File: src/hw/rswc_pkg.sv
// Purpose: Shared constants, register map and types of the reset and wake controller
// Assumes: 250 MHz core clock; one oscillator period equals one core clock period
// Notes:   Offsets are byte addresses on a 32-bit Avalon-MM slave

package rswc_pkg;

  // ************************************************************
  // Timing
  // ************************************************************
  localparam int CLK_PERIOD_NS      = 4;
  localparam int OSC_PERIOD_NS      = 4;
  localparam int OST_OSC_PERIODS    = 1024;
  localparam int OST_CYCLES         = (OST_OSC_PERIODS * OSC_PERIOD_NS + CLK_PERIOD_NS - 1)
                                      / CLK_PERIOD_NS;
  localparam int MASTER_CLEAR_N_MIN_PULSE_NS  = 100;
  localparam int MASTER_CLEAR_N_FILTER_CYCLES = (MASTER_CLEAR_N_MIN_PULSE_NS + CLK_PERIOD_NS - 1) / CLK_PERIOD_NS;
  localparam int RESET_HOLD_CYCLES  = 4;
  localparam int INSTR_DIV_BITS     = 2;

  // ************************************************************
  // Program vectors
  // ************************************************************
  localparam logic [12:0] RESET_VECTOR = 13'h0000;
  localparam logic [12:0] IRQ_VECTOR   = 13'h0004;

  // ************************************************************
  // Register map
  // ************************************************************
  localparam logic [4:0] ADDR_CTRL       = 5'h00;
  localparam logic [4:0] ADDR_STATUS     = 5'h04;
  localparam logic [4:0] ADDR_IRQ_STATUS = 5'h08;
  localparam logic [4:0] ADDR_IRQ_MASK   = 5'h0c;
  localparam logic [4:0] ADDR_RETAIN     = 5'h10;

  localparam int CTRL_OSC_LSB   = 0;
  localparam int CTRL_OSC_MSB   = 1;
  localparam int CTRL_BOREN_BIT = 2;
  localparam int CTRL_WIDTH     = 3;
  localparam int NUM_CAUSES     = 6;
  localparam int RETAIN_WIDTH   = 8;

  localparam logic [2:0] CTRL_RESET       = 3'h5;
  localparam logic [5:0] IRQ_STATUS_RESET = 6'h01;
  localparam logic [5:0] IRQ_MASK_RESET   = 6'h00;
  localparam logic [7:0] RETAIN_RESET     = 8'h00;

  // ************************************************************
  // Types
  // ************************************************************
  typedef enum logic [1:0] {
    LOW_POWER_OSC_MODE          = 2'h0,
    CRYSTAL_OSC_MODE            = 2'h1,
    HIGH_SPEED_OSC_MODE         = 2'h2,
    RESISTOR_CAPACITOR_OSC_MODE = 2'h3
  } rswc_osc_mode_t;

  typedef enum logic [2:0] {
    CAUSE_POWER_ON           = 3'h0,
    CAUSE_MASTER_CLEAR_RUN   = 3'h1,
    CAUSE_MASTER_CLEAR_SLEEP = 3'h2,
    CAUSE_WATCHDOG_RESET     = 3'h3,
    CAUSE_WATCHDOG_WAKE      = 3'h4,
    CAUSE_BROWN_OUT          = 3'h5
  } rswc_cause_t;

  // Gray code along reset, run, sleep and the wake path
  typedef enum logic [2:0] {
    ST_RESET  = 3'h0,
    ST_RUN    = 3'h1,
    ST_SLEEP  = 3'h3,
    ST_OST    = 3'h2,
    ST_WAKE   = 3'h6,
    ST_DUMMY1 = 3'h7,
    ST_DUMMY2 = 3'h5,
    ST_VECTOR = 3'h4
  } rswc_state_t;

  // Same layout as the status register, top bit first, down to bit 0
  typedef struct packed {
    logic        sleeping;
    rswc_cause_t cause;
    logic        powerdown_status_n;
    logic        timeout_status_n;
  } rswc_status_t;

  localparam rswc_status_t STATUS_RESET = '{sleeping: 1'b0, cause: CAUSE_POWER_ON,
                                            powerdown_status_n: 1'b1,
                                            timeout_status_n: 1'b1};

endpackage

File: src/hw/rswc_top.sv
// Purpose: Reset cause sorting, sleep and wake sequencing, with an Avalon-MM register file
// Assumes: i_reset_n is the power-on reset; core inputs are synchronous to i_clk
// Notes:   Contract
// Contract
// - Six reset causes are told apart and recorded.
// - Retained register keeps its value across every reset except power-on.
// - Core registers are reset on power-on, master clear, watchdog reset, brown-out.
// - Watchdog wake from sleep resets nothing and resumes execution.
// - Timeout and powerdown status bits follow the event that occurred.
// - Master clear input is filtered; driver holds it low long enough.
// - Master clear pin is never driven by internal reset sources.
// - Crystal, high-speed, low-power modes wait 1024 oscillator periods on wake.
// - Resistor-capacitor mode skips the start-up wait on wake.
// - Interrupt wake with enable runs next instruction, dummies, then 0004h.
// - Instruction rate clock output undriven outside resistor-capacitor mode.
// - Brown-out reset while enabled and supply below trip voltage.
// - Leaving reset, fetch starts at program address 0000h.
`timescale 1ns/10ps

module rswc_top #(
  parameter int OST_CYCLES    = rswc_pkg::OST_CYCLES,
  parameter int FILTER_CYCLES = rswc_pkg::MASTER_CLEAR_N_FILTER_CYCLES
) (
  // Clock and power-on reset
  input  wire logic                 i_clk,
  input  wire logic                 i_reset_n,
  // Avalon-MM slave
  input  wire logic [4:0]           i_avs_address,
  input  wire logic                 i_avs_read,
  input  wire logic                 i_avs_write,
  input  wire logic [31:0]          i_avs_writedata,
  input  wire logic [3:0]           i_avs_byteenable,
  output logic      [31:0]          o_avs_readdata,
  output logic                      o_avs_waitrequest,
  // Pins and supply monitor
  input  wire logic                 i_master_clear_n,
  output logic                      o_master_clear_out,
  output logic                      o_master_clear_oe,
  input  wire logic                 i_brownout_low,
  output logic                      o_instr_rate_clock_out,
  output logic                      o_instr_rate_clock_oe,
  // Core handshake
  input  wire logic                 i_sleep_cmd,
  input  wire logic                 i_watchdog_timer_expired,
  input  wire logic                 i_irq_pending,
  input  wire logic                 i_global_irq_enable,
  output logic                      o_core_reset_n,
  output logic                      o_core_run,
  output logic                      o_dummy_cycle,
  output logic                      o_pc_load,
  output logic      [12:0]          o_pc_vector,
  output rswc_pkg::rswc_status_t    o_status,
  output logic                      o_irq
);

  localparam int HW = $clog2(rswc_pkg::RESET_HOLD_CYCLES + 1);
  localparam int OW = (OST_CYCLES > 1) ? $clog2(OST_CYCLES) : 1;

  // ************************************************************
  // Pin conditioning
  // ************************************************************
  logic [1:0] pins_sync;
  logic       master_clear_n_filt;

  rswc_sync2 #(
    .WIDTH     (2),
    .RESET_VAL (2'h1)
  ) u_sync (
    .i_clk     (i_clk),
    .i_reset_n (i_reset_n),
    .i_async   ({i_brownout_low, i_master_clear_n}),
    .o_sync    (pins_sync)
  );

  rswc_glitch_filter #(
    .CYCLES    (FILTER_CYCLES),
    .INIT_VAL  (1'b1)
  ) u_filter (
    .i_clk     (i_clk),
    .i_reset_n (i_reset_n),
    .i_level   (pins_sync[0]),
    .o_level   (master_clear_n_filt)
  );

  // ************************************************************
  // Registers and state
  // ************************************************************
  rswc_pkg::rswc_state_t  state_reg;
  rswc_pkg::rswc_state_t  state_next;
  rswc_pkg::rswc_status_t status_reg;
  rswc_pkg::rswc_osc_mode_t osc_mode;
  logic [rswc_pkg::CTRL_WIDTH-1:0]   ctrl_reg;
  logic [rswc_pkg::NUM_CAUSES-1:0]   irq_status_reg;
  logic [rswc_pkg::NUM_CAUSES-1:0]   irq_mask_reg;
  logic [rswc_pkg::NUM_CAUSES-1:0]   cause_event;
  logic [rswc_pkg::RETAIN_WIDTH-1:0] retain_reg;
  logic [HW-1:0]                     hold_cnt_reg;
  logic [OW-1:0]                     ost_cnt_reg;
  logic [rswc_pkg::INSTR_DIV_BITS-1:0] div_reg;
  logic [31:0]                       rdata_next;
  logic                              wake_vector_reg;
  logic                              master_clear_n_low;
  logic                              bor_low;
  logic                              wdt_reset;
  logic                              wdt_wake;
  logic                              irq_wake;
  logic                              reset_req;
  logic                              enter_reset;
  logic                              bus_req;
  logic                              bus_wr;
  rswc_pkg::rswc_cause_t             new_cause;

  assign osc_mode = rswc_pkg::rswc_osc_mode_t'(ctrl_reg[rswc_pkg::CTRL_OSC_MSB:
                                                        rswc_pkg::CTRL_OSC_LSB]);

  // ************************************************************
  // Cause detection
  // ************************************************************
  always_comb
  begin
    master_clear_n_low  = ~master_clear_n_filt;
    bor_low   = ctrl_reg[rswc_pkg::CTRL_BOREN_BIT] & pins_sync[1];
    wdt_reset = i_watchdog_timer_expired && (state_reg != rswc_pkg::ST_SLEEP)
                && (state_reg != rswc_pkg::ST_RESET);
    wdt_wake  = i_watchdog_timer_expired && (state_reg == rswc_pkg::ST_SLEEP);
    irq_wake  = i_irq_pending && (state_reg == rswc_pkg::ST_SLEEP);
    reset_req = master_clear_n_low | bor_low | wdt_reset;
    enter_reset = reset_req && (state_reg != rswc_pkg::ST_RESET);
    if (bor_low)
      new_cause = rswc_pkg::CAUSE_BROWN_OUT;
    else if (master_clear_n_low && (state_reg == rswc_pkg::ST_SLEEP))
      new_cause = rswc_pkg::CAUSE_MASTER_CLEAR_SLEEP;
    else if (master_clear_n_low)
      new_cause = rswc_pkg::CAUSE_MASTER_CLEAR_RUN;
    else
      new_cause = rswc_pkg::CAUSE_WATCHDOG_RESET;
    cause_event = '0;
    if (enter_reset)
      cause_event[new_cause] = 1'b1;
    if (wdt_wake && !reset_req)
      cause_event[rswc_pkg::CAUSE_WATCHDOG_WAKE] = 1'b1;
  end

  // ************************************************************
  // Sequencer
  // ************************************************************
  always_comb
  begin
    state_next = state_reg;
    case (state_reg)
      rswc_pkg::ST_RESET:
        if (!master_clear_n_low && !bor_low
            && hold_cnt_reg == HW'(rswc_pkg::RESET_HOLD_CYCLES))
          state_next = rswc_pkg::ST_RUN;
      rswc_pkg::ST_RUN:
        if (i_sleep_cmd)
          state_next = rswc_pkg::ST_SLEEP;
      rswc_pkg::ST_SLEEP:
        if (wdt_wake || irq_wake)
        begin
          if (osc_mode == rswc_pkg::RESISTOR_CAPACITOR_OSC_MODE)
            state_next = rswc_pkg::ST_WAKE;
          else
            state_next = rswc_pkg::ST_OST;
        end
      rswc_pkg::ST_OST:
        if (ost_cnt_reg == OW'(OST_CYCLES - 1))
          state_next = rswc_pkg::ST_WAKE;
      rswc_pkg::ST_WAKE:
        if (wake_vector_reg)
          state_next = rswc_pkg::ST_DUMMY1;
        else
          state_next = rswc_pkg::ST_RUN;
      rswc_pkg::ST_DUMMY1:
        state_next = rswc_pkg::ST_DUMMY2;
      rswc_pkg::ST_DUMMY2:
        state_next = rswc_pkg::ST_VECTOR;
      rswc_pkg::ST_VECTOR:
        state_next = rswc_pkg::ST_RUN;
      default:
        state_next = rswc_pkg::ST_RESET;
    endcase
    if (enter_reset)
      state_next = rswc_pkg::ST_RESET;
  end

  always_ff @(posedge i_clk or negedge i_reset_n)
  begin
    if (!i_reset_n)
      state_reg <= rswc_pkg::ST_RESET;
    else
      state_reg <= state_next;
  end

  // Hold restarts while master clear or brown-out is still active
  always_ff @(posedge i_clk or negedge i_reset_n)
  begin
    if (!i_reset_n)
      hold_cnt_reg <= '0;
    else if (state_reg != rswc_pkg::ST_RESET || reset_req)
      hold_cnt_reg <= '0;
    else if (hold_cnt_reg != HW'(rswc_pkg::RESET_HOLD_CYCLES))
      hold_cnt_reg <= hold_cnt_reg + HW'(1);
  end

  always_ff @(posedge i_clk or negedge i_reset_n)
  begin
    if (!i_reset_n)
      ost_cnt_reg <= '0;
    else if (state_reg == rswc_pkg::ST_OST)
      ost_cnt_reg <= ost_cnt_reg + OW'(1);
    else
      ost_cnt_reg <= '0;
  end

  // Watchdog wake resumes in line even with interrupts enabled
  always_ff @(posedge i_clk or negedge i_reset_n)
  begin
    if (!i_reset_n)
      wake_vector_reg <= 1'b0;
    else if (state_reg == rswc_pkg::ST_SLEEP)
      wake_vector_reg <= irq_wake && !wdt_wake && i_global_irq_enable;
  end

  // ************************************************************
  // Status bits
  // ************************************************************
  // status per event
  always_ff @(posedge i_clk or negedge i_reset_n)
  begin
    if (!i_reset_n)
    begin
      status_reg <= rswc_pkg::STATUS_RESET;
    end
    else
    begin
      status_reg.sleeping <= (state_next == rswc_pkg::ST_SLEEP)
                             || (state_next == rswc_pkg::ST_OST);
      if (enter_reset)
      begin
        status_reg.cause <= new_cause;
        case (new_cause)
          rswc_pkg::CAUSE_MASTER_CLEAR_SLEEP:
          begin
            status_reg.timeout_status_n   <= 1'b1;
            status_reg.powerdown_status_n <= 1'b0;
          end
          rswc_pkg::CAUSE_WATCHDOG_RESET:
          begin
            status_reg.timeout_status_n   <= 1'b0;
            status_reg.powerdown_status_n <= 1'b1;
          end
          rswc_pkg::CAUSE_BROWN_OUT:
          begin
            status_reg.timeout_status_n   <= 1'b1;
            status_reg.powerdown_status_n <= 1'b1;
          end
          default:
            status_reg.timeout_status_n <= status_reg.timeout_status_n;
        endcase
      end
      else if (wdt_wake)
      begin
        status_reg.cause              <= rswc_pkg::CAUSE_WATCHDOG_WAKE;
        status_reg.timeout_status_n   <= 1'b0;
        status_reg.powerdown_status_n <= 1'b0;
      end
      else if (state_reg == rswc_pkg::ST_RUN && i_sleep_cmd)
      begin
        status_reg.timeout_status_n   <= 1'b1;
        status_reg.powerdown_status_n <= 1'b0;
      end
    end
  end

  // ************************************************************
  // Core controls
  // ************************************************************
  always_ff @(posedge i_clk or negedge i_reset_n)
  begin
    if (!i_reset_n)
    begin
      o_core_reset_n <= 1'b0;
      o_core_run     <= 1'b0;
      o_dummy_cycle  <= 1'b0;
      o_pc_load      <= 1'b0;
      o_pc_vector    <= rswc_pkg::RESET_VECTOR;
    end
    else
    begin
      o_core_reset_n <= (state_next != rswc_pkg::ST_RESET);
      o_core_run     <= (state_next == rswc_pkg::ST_RUN) || (state_next == rswc_pkg::ST_WAKE);
      o_dummy_cycle  <= (state_next == rswc_pkg::ST_DUMMY1)
                        || (state_next == rswc_pkg::ST_DUMMY2);
      o_pc_load      <= 1'b0;
      if (state_reg == rswc_pkg::ST_RESET && state_next == rswc_pkg::ST_RUN)
      begin
        o_pc_load   <= 1'b1;
        o_pc_vector <= rswc_pkg::RESET_VECTOR;
      end
      else if (state_next == rswc_pkg::ST_VECTOR)
      begin
        o_pc_load   <= 1'b1;
        o_pc_vector <= rswc_pkg::IRQ_VECTOR;
      end
    end
  end

  // ************************************************************
  // Pins
  // ************************************************************
  always_ff @(posedge i_clk or negedge i_reset_n)
  begin
    if (!i_reset_n)
    begin
      o_master_clear_out     <= 1'b0;
      o_master_clear_oe      <= 1'b0;
      div_reg                <= '0;
      o_instr_rate_clock_out <= 1'b0;
      o_instr_rate_clock_oe  <= 1'b0;
    end
    else
    begin
      o_master_clear_out     <= 1'b0;
      o_master_clear_oe      <= 1'b0;
      div_reg                <= div_reg + rswc_pkg::INSTR_DIV_BITS'(1);
      o_instr_rate_clock_out <= div_reg[rswc_pkg::INSTR_DIV_BITS-1];
      o_instr_rate_clock_oe  <= (osc_mode == rswc_pkg::RESISTOR_CAPACITOR_OSC_MODE);
    end
  end

  // ************************************************************
  // Avalon-MM slave
  // ************************************************************
  // One wait cycle per access; write lands on the acked edge, read data one edge before it
  assign bus_req = i_avs_read | i_avs_write;
  assign bus_wr  = i_avs_write && !o_avs_waitrequest && i_avs_byteenable[0];

  always_comb
  begin
    rdata_next = 32'h0000_0000;
    case (i_avs_address)
      rswc_pkg::ADDR_CTRL:       rdata_next[rswc_pkg::CTRL_WIDTH-1:0] = ctrl_reg;
      rswc_pkg::ADDR_STATUS:     rdata_next[$bits(status_reg)-1:0]    = status_reg;
      rswc_pkg::ADDR_IRQ_STATUS: rdata_next[rswc_pkg::NUM_CAUSES-1:0] = irq_status_reg;
      rswc_pkg::ADDR_IRQ_MASK:   rdata_next[rswc_pkg::NUM_CAUSES-1:0] = irq_mask_reg;
      rswc_pkg::ADDR_RETAIN:     rdata_next[rswc_pkg::RETAIN_WIDTH-1:0] = retain_reg;
      default:                   rdata_next = 32'h0000_0000;
    endcase
  end

  always_ff @(posedge i_clk or negedge i_reset_n)
  begin
    if (!i_reset_n)
    begin
      o_avs_waitrequest <= 1'b1;
      o_avs_readdata    <= 32'h0000_0000;
    end
    else
    begin
      o_avs_waitrequest <= !(bus_req && o_avs_waitrequest);
      if (i_avs_read && o_avs_waitrequest)
        o_avs_readdata <= rdata_next;
    end
  end

  // Configuration and mask survive all but power-on
  always_ff @(posedge i_clk or negedge i_reset_n)
  begin
    if (!i_reset_n)
    begin
      ctrl_reg     <= rswc_pkg::CTRL_RESET;
      irq_mask_reg <= rswc_pkg::IRQ_MASK_RESET;
    end
    else if (bus_wr && i_avs_address == rswc_pkg::ADDR_CTRL)
      ctrl_reg <= i_avs_writedata[rswc_pkg::CTRL_WIDTH-1:0];
    else if (bus_wr && i_avs_address == rswc_pkg::ADDR_IRQ_MASK)
      irq_mask_reg <= i_avs_writedata[rswc_pkg::NUM_CAUSES-1:0];
  end

  always_ff @(posedge i_clk or negedge i_reset_n)
  begin
    if (!i_reset_n)
      retain_reg <= rswc_pkg::RETAIN_RESET;
    else if (bus_wr && i_avs_address == rswc_pkg::ADDR_RETAIN)
      retain_reg <= i_avs_writedata[rswc_pkg::RETAIN_WIDTH-1:0];
  end

  // ************************************************************
  // Interrupt
  // ************************************************************
  // Set beats write-one-to-clear in the same cycle
  always_ff @(posedge i_clk or negedge i_reset_n)
  begin
    if (!i_reset_n)
      irq_status_reg <= rswc_pkg::IRQ_STATUS_RESET;
    else if (bus_wr && i_avs_address == rswc_pkg::ADDR_IRQ_STATUS)
      irq_status_reg <= (irq_status_reg & ~i_avs_writedata[rswc_pkg::NUM_CAUSES-1:0])
                        | cause_event;
    else
      irq_status_reg <= irq_status_reg | cause_event;
  end

  always_ff @(posedge i_clk or negedge i_reset_n)
  begin
    if (!i_reset_n)
    begin
      o_irq    <= 1'b0;
      o_status <= rswc_pkg::STATUS_RESET;
    end
    else
    begin
      o_irq    <= |(irq_status_reg & irq_mask_reg);
      o_status <= status_reg;
    end
  end

endmodule

File: src/hw/rswc_sync2.sv
// Purpose: Two flip-flop synchroniser for pin levels
// Assumes: Input is asynchronous to i_clk
// Notes:   Only the second stage may be read by other logic
`timescale 1ns/10ps

module rswc_sync2 #(
  parameter int               WIDTH     = 1,
  parameter logic [WIDTH-1:0] RESET_VAL = '0
) (
  // Clock and reset
  input  wire logic             i_clk,
  input  wire logic             i_reset_n,
  // Levels
  input  wire logic [WIDTH-1:0] i_async,
  output logic      [WIDTH-1:0] o_sync
);

  logic [WIDTH-1:0] meta_reg;

  always_ff @(posedge i_clk or negedge i_reset_n)
  begin
    if (!i_reset_n)
    begin
      meta_reg <= RESET_VAL;
      o_sync   <= RESET_VAL;
    end
    else
    begin
      meta_reg <= i_async;
      o_sync   <= meta_reg;
    end
  end

endmodule

File: src/hw/rswc_glitch_filter.sv
// Purpose: Passes a level change only after it has stood for a set number of cycles
// Assumes: Input already synchronised to i_clk
// Notes:   Pulses shorter than CYCLES never reach the output
`timescale 1ns/10ps

module rswc_glitch_filter #(
  parameter int   CYCLES   = 25,
  parameter logic INIT_VAL = 1'b1
) (
  // Clock and reset
  input  wire logic i_clk,
  input  wire logic i_reset_n,
  // Levels
  input  wire logic i_level,
  output logic      o_level
);

  localparam int CW = (CYCLES > 1) ? $clog2(CYCLES) : 1;

  logic [CW-1:0] cnt_reg;

  always_ff @(posedge i_clk or negedge i_reset_n)
  begin
    if (!i_reset_n)
    begin
      cnt_reg <= '0;
      o_level <= INIT_VAL;
    end
    else if (i_level == o_level)
    begin
      cnt_reg <= '0;
    end
    else if (cnt_reg == CW'(CYCLES - 1))
    begin
      cnt_reg <= '0;
      o_level <= i_level;
    end
    else
    begin
      cnt_reg <= cnt_reg + CW'(1);
    end
  end

endmodule

File: config.mk
export PLATFORM = sky130hd
export DESIGN_NAME = rswc_top
export DESIGN_NICKNAME = d
export VERILOG_FILES = /design/src/hw/rswc_pkg.sv /design/src/hw/rswc_top.sv /design/src/hw/rswc_sync2.sv /design/src/hw/rswc_glitch_filter.sv
export SDC_FILE = /design/constraint.sdc
export NUM_CORES = 1
export LEC_CHECK = 0
export BUFFER_PORTS_ARGS = -buffer_cell sky130_fd_sc_hd__buf_2
export CAP_MARGIN = 20
export CORE_MARGIN = 8
export CORE_UTILIZATION = 56
export DETAILED_ROUTE_END_ITERATION = 7
export PLACE_DENSITY = 0.85
export SLEW_MARGIN = 20
export SYNTH_ARGS = -nofsm -noshare
export SYNTH_HDL_FRONTEND = slang
export SYNTH_SLANG_ARGS = --single-unit
File: constraint.sdc
create_clock -name i_clk -period 5 [get_ports i_clk]
set_input_delay 0.5 -clock i_clk [delete_from_list [all_inputs] [get_ports i_clk]]
set_output_delay 0.5 -clock i_clk [all_outputs]
set_load 0.1 [all_outputs]
-- Word-level counts from Yosys, hierarchy flattened
Cells that the tools add are included.
- bits of input ports: 51
- bits in registers: 93
- output and inout bits: 61
- logic and storage cells: 160
- magnitude comparators: 2
- add/sub/neg operators: 4
- mux-type cells: 34
- reductions and logical operators: 47
- bitwise gates (word level): 12
- eq/ne operators: 30
- operators with widths (kind ; number):
    $mux W3 ; 12
    $eq A3 B3 Y1 const B ; 10
    $mux W13 ; 2
    $pmux W3 S8 ; 1
    $logic_and A1 B1 Y1 ; 22
    $eq A3 B2 Y1 const B ; 6
    $mux W5 ; 3
    $pmux W3 S5 ; 1
    $and A6 B6 Y6 ; 2
    $mux W6 ; 2
    $or A6 B6 Y6 ; 2
    $pmux W3 S4 ; 1
    $add A10 B1 Y10 const B ; 1
    $eq A10 B10 Y1 const B ; 1
    $eq A5 B4 Y1 const B ; 2
    $eq A5 B5 Y1 const B ; 2
    $mux W10 ; 1
    $ne A3 B2 Y1 const B ; 3
    $reduce_bool A3 Y1 ; 3
    $mux W2 ; 4
    $reduce_and A2 Y1 ; 4
    $eq A3 B1 Y1 const B ; 2
    $not A6 Y6 ; 1
    $reduce_bool A2 Y1 ; 3
    21 further kinds ; 38

-- Logic depth before layout (Yosys ltp)
- depth after elaboration: 12
- depth in mapped cells: 7
- depth with buffers taken out: 7

-- Cells and area by module
A second synthesis with hierarchy kept.
- cells, all modules: 384
- area, all modules: 3942.5 sq um
- modules (own cells, without submodules) (module ; cells each ; area each (sq um) ; instances ; seq. area each (sq um)):
    rswc_top ; 356 ; 3547.2 ; 1 ; 1786.7
    rswc_glitch_filter ; 24 ; 292.8 ; 1 ; 151.4
    rswc_sync2 ; 4 ; 102.6 ; 1 ; 102.6

-- Worst setup path after synthesis
Ideal clock, no wire load.
- path type: reg-to-reg
- from: reg o_avs_waitrequest
- to: reg retain_reg[0] (netlist bit)
- required time: 4.875 ns
- data arrival time: 1.737 ns
- slack: 3.139 ns
- period minus slack after synthesis: 1.861 ns
- stages on the path, launching flop included: 5
- path through: dfstp_2 > nand3b_1 > nand2b_1 > buf_2 > mux2_2
- word-level cells in the longest chain between the ends: 4
- ends and longest elaborated chain (element ; line ; text):
    start: declaration ; rswc_top.sv:34 ; output logic o_avs_waitrequest,
    start signal: assignment ; rswc_top.sv:361 ; o_avs_waitrequest <= !(bus_req && o_avs_waitrequest);
    $logic_not A1 Y1 ; rswc_top.sv:337 ; assign bus_wr = i_avs_write && !o_avs_waitrequest && i_avs_byteenable[0];
    $logic_and A1 B1 Y1 (2 in series) ; rswc_top.sv:337 ;
    $logic_and A1 B1 Y1 ; rswc_top.sv:385 ; else if (bus_wr && i_avs_address == rswc_pkg::ADDR_RETAIN)
    end signal: assignment ; rswc_top.sv:384 ; retain_reg <= rswc_pkg::RETAIN_RESET;
    end signal: assignment ; rswc_top.sv:386 ; retain_reg <= i_avs_writedata[rswc_pkg::RETAIN_WIDTH-1:0];
    end: declaration ; rswc_top.sv:96 ; logic [rswc_pkg::RETAIN_WIDTH-1:0] retain_reg;
Every way passes these cells.
A chain may end at the register's enable or synchronous reset.

-- Worst setup path after layout
- from: reg state_reg[1]
- to: reg o_pc_vector[2]
- word-level cells in the longest chain between the ends: 9
- elaborated cells between the ends (all ways): 28
- those cells by class: 10 x eq/ne; 7 x mux; 1 x bitwise; 10 x reduce/logical
- ends and longest elaborated chain (element ; line ; text):
    start: declaration ; rswc_top.sv:88 ; rswc_pkg::rswc_state_t state_reg;
    start signal: assignment ; rswc_top.sv:190 ; state_reg <= rswc_pkg::ST_RESET;
    start signal: assignment ; rswc_top.sv:192 ; state_reg <= state_next;
    $eq A3 B2 Y1 or $ne A3 B2 Y1 (tied branches) ; n/a ;
    $logic_and A1 B1 Y1, on equally long branches ; rswc_top.sv:125, rswc_top.sv:123, rswc_top.sv:126 ;
    $logic_or A1 B1 Y1 or $logic_and A1 B1 Y1 (tied branches) ; rswc_top.sv:159, rswc_top.sv:124 ;
    $mux W3 or $or A1 B1 Y1 (tied branches) ; rswc_top.sv:159, rswc_top.sv:127 ;
    $pmux W3 S8 or $logic_and A1 B1 Y1 (tied branches) ; rswc_top.sv:150, rswc_top.sv:128 ;
    $mux W3 (*) ; rswc_top.sv:183 ; if (enter_reset)
    via state_next[2] ; rswc_top.sv:89 ; rswc_pkg::rswc_state_t state_next;
    $eq A3 B1 Y1 ; rswc_top.sv:296 ; if (state_reg == rswc_pkg::ST_RESET && state_next == rswc_pkg::ST_RUN)
    $logic_and A1 B1 Y1 ; rswc_top.sv:296 ;
    $mux W13 or $reduce_bool A2 Y1 (tied branches) ; n/a ;
    end signal: assignment ; rswc_top.sv:287 ; o_pc_vector <= rswc_pkg::RESET_VECTOR;
    end signal: assignment ; rswc_top.sv:299 ; o_pc_vector <= rswc_pkg::RESET_VECTOR;
    end signal: assignment ; rswc_top.sv:304 ; o_pc_vector <= rswc_pkg::IRQ_VECTOR;
    end: declaration ; rswc_top.sv:51 ; output logic [12:0] o_pc_vector,
The timed path passes the listed nets; every way through them passes the cells marked *.

==> flow_metrics.py <==
metrics = {
    "finish": {
        "largest_reg_flops": 10,
        "multi_input_area_mm2": 0.001669,
        "syn_to_final_growth_pct": 8.412,
        "nFillCells": 569,
        "nets": 457,
        "seq_area_mm2": 0.002041,
        "drive_gt1_share_pct": 24.94,
        "diodes": 0,
    },
    "critical_path": {
        "crit_required_ns": 5.24,
        "crit_start": "state_reg[1]",
        "crit_path_top_delay_cell": "nor3_2",
        "r2r_start": "state_reg[1]",
        "cpLargestDelayFamily": "compound AO/OA/AOI/OAI gates",
        "crit_path_max_incr_delay_ns": 0.57,
        "timing.critical_path.buf_inv": 1,
        "worstPathCellList": "nor3_2 -> a211o_1 -> o21bai_1 -> inv_1 -> a22o_1",
        "crit_arrival_ns": 2.29,
        "worstSetupStartpointType": "flip-flop",
        "path_class": "flip-flop to flip-flop",
        "worstSetupEndpointType": "flip-flop",
        "cp_max_fo": 15,
    },
    "yosys": {
        "syn_inst": 356,
        "ys_ff_latch": 81,
        "synth_edf_count": 0,
        "synth.distinct_cells": 55,
        "async_flop_share_pct": 100.0,
        "yosysMostFrequentCell": "dfrtp_1",
        "synthFlopType": "dfrtp_1",
        "netlist_top_cells_count": "dfrtp_1 (70), buf_4 (40), nand2_1 (35)",
        "yosys_warnings": 0,
        "yosysSeqAreaShare_pct": 51.39,
        "netlist.area_leader.share_pct": 44.11,
        "synth_area_leaders": "dfrtp_1 (44%), buf_4 (7.6%), dfstp_2 (7.3%)",
        "syn_avg_cell_area_um2": 11.16,
        "synth_top_area_cell": "dfrtp_1",
        "syn_area_mm2": 0.003971,
    },
    "global_routing": {
        "grt.overflow.total": 0,
        "track_usage_pct": 16.47,
        "grt_start_max_net_pins": 82,
        "grt_pass1_vias": 2696,
        "antenna_found_initial": 0,
        "grt_pass1_wl_mm": 13.16,
    },
    "sta": {
        "relSlewSlack_pct": 34.95,
        "finClkSkew_ns": 0.01103,
        "setup_tns_ns": 0,
        "setup_viol": 0,
        "post-route-period-util_pct": 40.99,
        "rsz0062_at_grt": "no",
        "drv_slew": 0,
        "hold_viol_final": 0,
        "holdWs_ns": 0.2436,
        "min_period_ns": 2.049,
        "worst_pin_slew_ns": 0.9757,
        "max_freq_mhz": 488.0,
        "setup_slack_ns": 2.951,
    },
    "power_and_ir_drop": {
        "p_sw_share_pct": 29.98,
        "power_density_mw_per_mm2": 326.0,
        "ir_worst_vdd_mv": 0.1855,
        "clkPwrFrac_pct": 35.6,
        "leakagePower_nw": 2.090,
        "p_int_uw": 982.9,
        "pwr-share-seq_pct": 49.1,
        "p_sw_uw": 420.8,
        "pwr-share-comb_pct": 15.3,
        "power_mw": 1.404,
    },
    "route": {
        "wl_per_cell_um": 15.98,
        "wl_mm": 8.004,
        "viasPerCell": 5.325,
        "dr_total_vias": 2668,
        "drtPass1Iterations": 4,
        "drtIter0Drc": 126,
        "drc": 0,
        "drtAntennaViolNets": 0,
    },
    "floorplanning": {
        "die-area_mm2": 0.01004,
        "core_area_mm2": 0.006832,
        "die_w_um": 100.2,
        "rows": 30,
        "pin_count": 112,
        "start_util_pct": 58.13,
        "die_y_um": 100.2,
    },
    "clock_network": {
        "cts_buffers": 9,
        "path_clk_slew_ns": 0.07,
        "cts_resized": 0,
        "htree_levels": 3,
        "cts_root_buffer": "clkbuf_8",
        "clock_latency_ns": 0.36,
        "cts_setup_buffers": 0,
        "cts_tree": "yes",
        "clkSinkCount": 81,
        "hold_buffers": 0,
        "cts_buffer_depth": 2,
    },
    "flow_run": {
        "maxCapViolations": 0,
    },
    "worst_hold_path": {
        "min_from": "i_master_clear_n",
        "worstHoldPathType": "input pin to flip-flop",
    },
    "place": {
        "dp_slack_ns": 2.749,
        "port_buffers": 46,
        "hpwl_mm": 5.902,
        "place.gp.congestion": 0.8633,
    },
    "status": {
        "status": "finished clean",
    },
}
-- placed cells by master (no fill, tap or decap), drive strengths merged, types with 5 or more instances in the layout --
master / instances
clkbuf: 11
nor2: 33
mux2: 22
a22o: 7
dfrtp: 70
nand3: 10
inv: 11
ha: 5
nand2: 36
a21oi: 8
xor2: 10
dfstp: 11
conb: 38
o21ai: 11
mux2i: 6
buf: 46
-- kinds of logic (layout without fill, tap and decap cells) --
kind of cell    count (synthesis)  count (layout)  share of synthesized area (%)
simple gates                  111             111                          14.87
flops                          81              81                          51.39
buf+inv                        60              72                          10.08
compound gates                 56              56                          10.87
mux                            28              28                          8.034
xor+xnor                       14              14                          3.087
fa+ha+maj                       5               5                          1.575
other cells                     1              38                        0.09443
-- cell type report --
class | count | share of cell area (%)
flip-flops and latches | 81 | 47.40
multi-input cells | 252 | 38.77
repair buffers | 46 | 5.405
clock buffers | 11 | 3.051
well taps | 96 | 2.790
clock inverters | 4 | 1.627
inverters | 11 | 0.9590
-- worst register-to-register path: stages, from the launching register on --
cell and delay, ns:
dfrtp_1 0.56, nor3_2 0.57, a211o_1 0.24, o21bai_1 0.24
inv_1 0.11, a22o_1 0.23
-- final timing paths --
kind,to,slack [ns],cells past startpoint
min in group asynchronous,u_filter.cnt_reg[2],0.30,1
worst min register to register,u_sync.o_sync[0],0.36,0
worst max register to register,o_pc_vector[2],2.95,5
worst max-delay path,o_pc_vector[2],2.95,5
worst min-delay path,u_sync.meta_reg[0],0.24,1
max in group asynchronous,wake_vector_reg,4.06,1
-- metal layers --
metal  share of wire, %  up-vias  wire length [um]  global-route usage (%)
met5                  0        -                 0                       0
met3                6.0       16               482                   4.567
met4                1.9        0               153                   6.860
li1                   -     1254                 -                       -
met1                 43     1315              3443                   19.17
met2                 49       83              3926                   27.85
-- stage by stage --
step | utilization, % | area [um2] | std cells
floorplan | - | 4110 | 393
global placement | 60.07 | 4104 | 486
detailed placement | 60.07 | 4104 | 486
CTS | 63.02 | 4305 | 501
global route | 63.02 | 4305 | 501
finish | 63.02 | 4305 | 501
-- power by group through the flow --
stage                     logic, mW  clock network [mW]  registers [mW]
final                         0.215               0.499           0.689
after global routing          0.225               0.540           0.691
after floorplan               0.183                   0           0.717
after detailed placement      0.215                   0           0.701
after CTS                     0.215               0.508           0.689
after global placement        0.212                   0           0.700
(Power assumes the default switching activity.)
